`src/rtl/wdt_pkg.sv`:
```
// Shared constants for the windowed watchdog control block
package wdt_pkg;
    // Register indices; byte address is four times the index
    localparam logic [11:0] CONTROL_INDEX = 12'h0FD4;
    localparam logic [11:0] CODE_PORT_INDEX = 12'h0FD5;
    localparam logic [11:0] STATE_INDEX = 12'h0FD8;
    localparam logic [31:0] CONTROL_ADDR = {18'h0_0000, CONTROL_INDEX, 2'h0};
    localparam logic [31:0] CODE_PORT_ADDR = {18'h0_0000, CODE_PORT_INDEX, 2'h0};
    localparam logic [31:0] STATE_ADDR = {18'h0_0000, STATE_INDEX, 2'h0};

    // Control and state register field positions
    localparam int RUN_BIT = 0;
    localparam int ACTION_BIT = 1;
    localparam int PERIOD_LSB = 2;
    localparam int WINDOW_LSB = 4;
    localparam int FIXED_ZERO_BIT = 6;
    localparam int FIXED_ONE_BIT = 7;
    localparam int ACTIVE_BIT = 0;

    // Reset values
    localparam logic RUN_RESET = 1'h1;
    localparam logic ACTION_RESET = 1'h1;
    localparam logic [1:0] PERIOD_RESET = 2'h3;
    localparam logic [1:0] WINDOW_RESET = 2'h0;
    localparam logic [7:0] CODE_PORT_RESET = 8'h00;

    // Control codes
    localparam logic [7:0] CLEAR_CODE = 8'h4E;
    localparam logic [7:0] DISABLE_CODE = 8'hB1;

    // Clear-window encodings
    localparam logic [1:0] WINDOW_ANY = 2'h0;
    localparam logic [1:0] WINDOW_HALF = 2'h2;
    localparam logic [1:0] WINDOW_QUARTER = 2'h3;

    // Counter geometry and timing
    localparam int COUNT_W = 8;
    localparam int COUNT_LOG2 = 8;
    localparam int PRESCALE_W = 16;
    localparam int PERIOD_LOG2_MIN_DEFAULT = 18;
    localparam logic [7:0] COUNT_MAX = 8'hFF;
    localparam real CLK_PERIOD_NS = 10.0;

    // AHB-Lite encodings
    localparam logic [1:0] HTRANS_NONSEQ = 2'h2;
    localparam logic HRESP_OKAY = 1'h0;
endpackage

```
`src/rtl/wdt_code_if.sv`:
```
// Code-port write path between the bus side and the code decoder
`timescale 1ns/10ps
interface wdt_code_if;
    logic write_valid;
    logic [7:0] code;
    logic clear_strobe;
    logic disable_strobe;

    modport issuer (output write_valid, output code, input clear_strobe, input disable_strobe);
    modport decoder (input write_valid, input code, output clear_strobe, output disable_strobe);
endinterface

```
`src/rtl/wdt_code_decoder.sv`:
```
// Decodes values written to the code port into clear and disable strobes
`timescale 1ns/10ps
module wdt_code_decoder (
    wdt_code_if.decoder port
);
    import wdt_pkg::*;

    // Every other value falls through with no strobe
    assign port.clear_strobe = port.write_valid && (port.code == CLEAR_CODE);
    assign port.disable_strobe = port.write_valid && (port.code == DISABLE_CODE);
endmodule

```
`src/rtl/wdt_prescaler.sv`:
```
// Source clock divider producing the up-counter tick enable
`timescale 1ns/10ps
module wdt_prescaler #(
    parameter int PERIOD_LOG2_MIN = wdt_pkg::PERIOD_LOG2_MIN_DEFAULT
) (
    // Clock and reset
    input wire logic clk,
    input wire logic reset_n,
    // Control
    input wire logic enable,
    input wire logic restart,
    input wire logic [1:0] period_sel,
    // Tick out
    output logic tick
);
    import wdt_pkg::*;

    logic [PRESCALE_W-1:0] div;
    logic [4:0] shift_amt;
    logic [PRESCALE_W-1:0] mask;

    // 256 ticks make one overflow period, so each code adds two bits of division
    always_comb begin
        shift_amt = 5'(PERIOD_LOG2_MIN - COUNT_LOG2) + {2'h0, period_sel, 1'h0};
        mask = ~({PRESCALE_W{1'b1}} << shift_amt);
    end

    assign tick = enable && !restart && ((div & mask) == mask);

    always_ff @(posedge clk) begin
        if (!reset_n) begin
            div <= '0;
        end else if (restart || !enable) begin
            div <= '0;
        end else begin
            div <= div + 1'b1;
        end
    end
endmodule

```
`src/rtl/windowed_watchdog_control.sv`:
```
// Windowed watchdog control: settings, lock, clear window and code port
// Behaviour
// - Action select 0: counter overflow raises an interrupt request, not reset.
// - Period select 00/01/10/11 gives 2^18/2^20/2^22/2^24 clock periods per overflow.
// - Window 10: clear in first half raises interrupt; accepted only afterwards.
// - Window 11: clear in first three quarters raises interrupt; accepted afterwards.
// - While run is 1, writes leave window, period and action unchanged.
// - Write setting run from 0 to 1 also loads new settings.
// - Control reads return bit 7 as 1 and bit 6 as 0.
// - Writing the clear code clears the counter, subject to the window.
// - Disable code stops and zeroes the counter only while run is 0.
// - Any other code port value is ignored.
// - Action select 1: counter overflow raises a reset request.
// - After reset the run bit is 1 and the watchdog counts.
// - Window 00: clear code accepted at any time.
//
// The AHB-Lite register port was chosen for this implementation.
`timescale 1ns/10ps
module windowed_watchdog_control #(
    parameter int PERIOD_LOG2_MIN = wdt_pkg::PERIOD_LOG2_MIN_DEFAULT
) (
    // Clock and reset
    input wire logic clk,
    input wire logic reset_n,
    // AHB-Lite slave
    input wire logic hsel,
    input wire logic [31:0] haddr,
    input wire logic [1:0] htrans,
    input wire logic hwrite,
    input wire logic [2:0] hsize,
    input wire logic [31:0] hwdata,
    input wire logic hready,
    output logic hreadyout,
    output logic hresp,
    output logic [31:0] hrdata,
    // Watchdog events
    output logic irq_request,
    output logic reset_request,
    output logic running
);
    import wdt_pkg::*;

    wdt_code_if code_if ();

    logic dp_write;
    logic [11:0] dp_index;
    logic addr_valid;
    logic [31:0] next_rdata;
    logic ctrl_write;
    logic [7:0] wbyte;
    logic run;
    logic action;
    logic [1:0] period;
    logic [1:0] window;
    logic [7:0] ctrl_value;
    logic active;
    logic [COUNT_W-1:0] count;
    logic tick;
    logic in_window;
    logic clear_take;
    logic clear_early;
    logic disable_take;
    logic start;
    logic restart;
    logic overflow;

    // Bus slave: always ready, always OKAY
    assign hreadyout = 1'b1;
    assign hresp = HRESP_OKAY;
    assign addr_valid = hsel && hready && (htrans == HTRANS_NONSEQ);

    always_ff @(posedge clk) begin
        if (!reset_n) begin
            dp_write <= 1'b0;
            dp_index <= '0;
        end else if (hready) begin
            dp_write <= addr_valid && hwrite;
            dp_index <= haddr[13:2];
        end
    end

    always_comb begin
        ctrl_value = 8'h00;
        ctrl_value[FIXED_ONE_BIT] = 1'b1;
        ctrl_value[FIXED_ZERO_BIT] = 1'b0;
        ctrl_value[WINDOW_LSB +: 2] = window;
        ctrl_value[PERIOD_LSB +: 2] = period;
        ctrl_value[ACTION_BIT] = action;
        ctrl_value[RUN_BIT] = run;
        next_rdata = 32'h0000_0000;
        if (haddr == CONTROL_ADDR) begin
            next_rdata[7:0] = ctrl_value;
        end else if (haddr == STATE_ADDR) begin
            next_rdata[ACTIVE_BIT] = active;
        end
    end

    // Code port and unmapped addresses read as zero
    always_ff @(posedge clk) begin
        if (!reset_n) begin
            hrdata <= 32'h0000_0000;
        end else if (addr_valid && !hwrite) begin
            hrdata <= next_rdata;
        end
    end

    assign wbyte = hwdata[7:0];
    assign ctrl_write = dp_write && (dp_index == CONTROL_INDEX);

    // Control register
    always_ff @(posedge clk) begin
        if (!reset_n) begin
            run <= RUN_RESET;
            action <= ACTION_RESET;
            period <= PERIOD_RESET;
            window <= WINDOW_RESET;
        end else if (ctrl_write) begin
            run <= wbyte[RUN_BIT];
            // Settings follow the lock held before this write, so a 0-to-1 write loads them
            if (!run) begin
                action <= wbyte[ACTION_BIT];
                period <= wbyte[PERIOD_LSB +: 2];
                window <= wbyte[WINDOW_LSB +: 2];
            end
        end
    end

    // Code port is write-only and holds nothing
    assign code_if.write_valid = dp_write && (dp_index == CODE_PORT_INDEX);
    assign code_if.code = wbyte;

    wdt_code_decoder u_decoder (
        .port(code_if.decoder)
    );

    // Window code 01 is treated like 00
    always_comb begin
        case (window)
            WINDOW_HALF: in_window = count[7];
            WINDOW_QUARTER: in_window = (count[7:6] == 2'h3);
            default: in_window = 1'b1;
        endcase
    end

    assign disable_take = code_if.disable_strobe && !run;
    assign clear_take = code_if.clear_strobe && active && in_window && !disable_take;
    assign clear_early = code_if.clear_strobe && active && !in_window;
    assign start = ctrl_write && !run && wbyte[RUN_BIT] && !active;
    assign restart = clear_take || disable_take || start;
    // Disable takes precedence over a coincident overflow
    assign overflow = tick && (count == COUNT_MAX) && !disable_take && !clear_take;

    wdt_prescaler #(
        .PERIOD_LOG2_MIN(PERIOD_LOG2_MIN)
    ) u_prescaler (
        .clk(clk),
        .reset_n(reset_n),
        .enable(active),
        .restart(restart),
        .period_sel(period),
        .tick(tick)
    );

    // Up counter
    always_ff @(posedge clk) begin
        if (!reset_n) begin
            active <= RUN_RESET;
            count <= '0;
        end else if (disable_take) begin
            active <= 1'b0;
            count <= '0;
        end else begin
            if (start) begin
                active <= 1'b1;
            end
            if (clear_take) begin
                count <= '0;
            end else if (tick) begin
                count <= count + 1'b1;
            end
        end
    end

    // Requests are one-cycle pulses; a rejected clear leaves the count running
    always_ff @(posedge clk) begin
        if (!reset_n) begin
            irq_request <= 1'b0;
            reset_request <= 1'b0;
        end else begin
            irq_request <= (overflow && !action) || clear_early;
            reset_request <= overflow && action;
        end
    end

    assign running = active;
endmodule

```
`config.mk`:
```
export PLATFORM = sky130hd
export DESIGN_NAME = windowed_watchdog_control
export DESIGN_NICKNAME = d
export VERILOG_FILES = /design/src/rtl/wdt_pkg.sv /design/src/rtl/wdt_code_if.sv /design/src/rtl/wdt_code_decoder.sv /design/src/rtl/wdt_prescaler.sv /design/src/rtl/windowed_watchdog_control.sv
export SDC_FILE = /design/constraint.sdc
export NUM_CORES = 1
export LEC_CHECK = 0
export CAP_MARGIN = 0
export CORE_MARGIN = 4
export CORE_UTILIZATION = 54
export CTS_BUF_LIST = sky130_fd_sc_hd__clkbuf_4 sky130_fd_sc_hd__clkbuf_8 sky130_fd_sc_hd__clkbuf_16
export DETAILED_ROUTE_END_ITERATION = 16
export DONT_BUFFER_PORTS = 1
export PLACE_DENSITY_LB_ADDON = 0.12
export SYNTH_ARGS = -nofsm -noshare
export SYNTH_HDL_FRONTEND = slang
export SYNTH_SLANG_ARGS = --single-unit
```
`constraint.sdc`:
```
create_clock -name clk -period 2.3 [get_ports clk]
set_clock_uncertainty 0.1 [all_clocks]
set_input_delay 0.23 -clock clk [delete_from_list [all_inputs] [get_ports clk]]
set_output_delay 0.23 -clock clk [all_outputs]
set_load 0.01 [all_outputs]
```
==> out/results.ini <==
[status]
status=finished, final reports clean

[clock_tree]
cts-root-buf=clkbuf_8
clockBufferDepth=2
cts_made_buffers=5
htree_num_levels=2
clock_latency_ps=300
cts_tree=yes
clock_sinks=53
path_clk_slew_ps=90

[timing]
setup_viol=0
fin_crit_sh_pct=95.59
fmax_mhz=454.9
hold_violations=0
rsz0062_at_grt=no
setup_tns_ps=0
period_needed_ps=2198
max_slew_margin_pct=43.91
worstMarginPinSlew_ps=838.5
drv_slew=0
whs_ps=5.520

[finish]
final_common_cell=dfxtp_1
drive_above_1_share_pct=7.740
fin_nets=400
mostFrequentLayoutCells=dfxtp_1 (53), conb_1 (27), dlygate4sd3_1 (26)
area_growth_syn_to_layout_pct=13.57
antenna_cells=0
final_cells=390

[floorplanning]
initial_core_util_pct=56.44
die_h_um=78.73
io_pins=111
die_w_um=78.73
core_area_mm2=0.004786
dieArea_mm2=0.006198
std_cell_rows=25

[routing]
wl_per_cell_um=15.34
drtIter0Drc=164
vias=2114
final_antenna_net_count=0
routed_via_density=5.421
drc=0
routed_wirelength_mm=5.984
dr.pass1.iters=4

[synth]
synth_ff_type=dfxtp_1
synth_seq_area_share_pct=39.28
ys_warn_count=0
ys_types=49
async_flop_share_pct=0
synth-edff-count=0
syn_area_mm2=0.002701
avgSynthCellArea_um2=9.315
synth_seq_cells=53
netlist_instances=290

[global_routing]
grt_pass1_vias=1950
grt_pass1_wl_mm=9.811
grt_start_max_net_pins=30
track_usage_pct=20.20
antenna_found_initial=0
grt.overflow.total=0

[worst_hold_path]
worstHoldPathType=in2reg

[power_and_ir_drop]
ir_drop_mv=0.3908
finalPower_mw=1.687
power_density_mw_per_mm2=549.8
p_leak_nw=1.081

[place]
place_inst=357
place_hpwl_mm=4.132
gp_congestion=0.7603
port_buffers=0

[run]
drv_cap=0

[worst_setup_path]
critPathKind=reg2reg
end_kind=flop
worst-path-max-fanout=6
required_ps=2400
crit_arrival_ps=2300
startpoint_type=flop

==> routing by layer <==
layer | share of wire (%) | wire length [um] | global-route usage (%) | up-vias
met2 | 48 | 2863 | 31.83 | 73
met4 | 1.1 | 63 | 5.769 | 0
li1 | - | - | - | 1040
met3 | 7.4 | 443 | 5.782 | 5
met5 | 0 | 0 | 0 | -
met1 | 44 | 2613 | 26.99 | 996
==> power breakdown <==
group          internal (mW)  switching, mW
sequential             0.934         0.0129
combinational         0.0688         0.0610
clock                  0.317          0.293
total                   1.32          0.367
==> kinds of logic (layout without fill, tap and decap cells) <==
kind of cell / Yosys count / after routing / synth area share [%]
DFF: 53 / 53 / 39.28
AOI/OAI and AO/OA: 27 / 27 / 7.828
other: 2 / 27 / 0.2780
and+or+nand+nor: 134 / 134 / 29.60
muxes: 20 / 20 / 7.411
buffers and inverters: 36 / 44 / 9.356
adders and majority gates: 3 / 3 / 1.390
xor gates and xnor gates: 15 / 15 / 4.864
==> path summary, 6_finish.rpt <==
| kind | start | end | slack (ps) | depth (start not counted) |
|---|---|---|---|---|
| max reg2reg | dp_index[3] | action | 100 | 7 |
| min reg2reg | count[2] | count[2] | 390 | 2 |
| max | dp_index[3] | action | 100 | 7 |
| min | hready | dp_index[5] | 6 | 2 |
==> flip-flops by register name, summed over array words and instances (netlist names), 2 cells and up <==
| register | cells |
|---|---|
| hrdata | 7 |
| count | 8 |
| window | 2 |
| dp_index | 12 |
| u_prescaler.div | 16 |
| period | 2 |
==> what timing repair did <==
item | 4_1_cts | 5_1_grt
hold buffers | 26 | 0
resized for setup | 0 | 1
buffers inserted | 0 | 0
setup endpoints to repair | 0 | 2
endpoints found under the hold margin | 29 | 0
==> area by class of cell <==
cell class | instances | area [um^2]
well taps | 67 | 83.83
clock inverters | 2 | 35.03
flip-flops and latches | 53 | 1061
fillers | 407 | 1718
repair buffers | 35 | 327.8
inverters | 2 | 7.507
clock buffers | 5 | 68.82
multi-input cells | 226 | 1484
==> cells in the mapped netlist, types with 3 or more instances <==
cell / n / area share [%]
dfxtp_1: 53 / 39
buf_4: 27 / 7.5
nor2_1: 22 / 3.1
nor2b_1: 22 / 5.1
mux2i_1: 20 / 7.4
nand2_1: 19 / 2.6
nand4_1: 10 / 2.3
nand3_1: 9 / 1.7
nor3_1: 9 / 1.7
a21oi_1: 8 / 1.5
xor2_1: 8 / 2.6
nor4_1: 7 / 1.6
xnor2_1: 7 / 2.3
a22oi_1: 5 / 1.4
a21boi_0: 4 / 1.1
nand2b_1: 4 / 0.93
nand3b_1: 4 / 1.1
o31ai_1: 4 / 1.1
or4_1: 4 / 1.1
clkbuf_1: 3 / 0.42
ha_1: 3 / 1.4
or3_1: 3 / 0.69
==> per-stage QoR <==
| stage | setup WS, ps | util (%) | area, um^2 |
|---|---|---|---|
| floorplan | 227.9 | - | 2795 |
| global placement | 104.3 | 56.44 | 2701 |
| detailed placement | 111.0 | 56.44 | 2701 |
| CTS | 87.54 | 64.05 | 3065 |
| global route | 8.574 | 64.10 | 3068 |
| finish | 101.5 | 64.10 | 3068 |
==> worst max-delay path, cell delays in order, from the launching register on <==
cell           delay (ps)
dfxtp_1               320
nand4bb_1             270
nand2b_1              230
nor4_2                140
buf_4                 200
mux2i_1               190
nand2_1                60
dlygate4sd3_1         580
(Power assumes the default switching activity.)
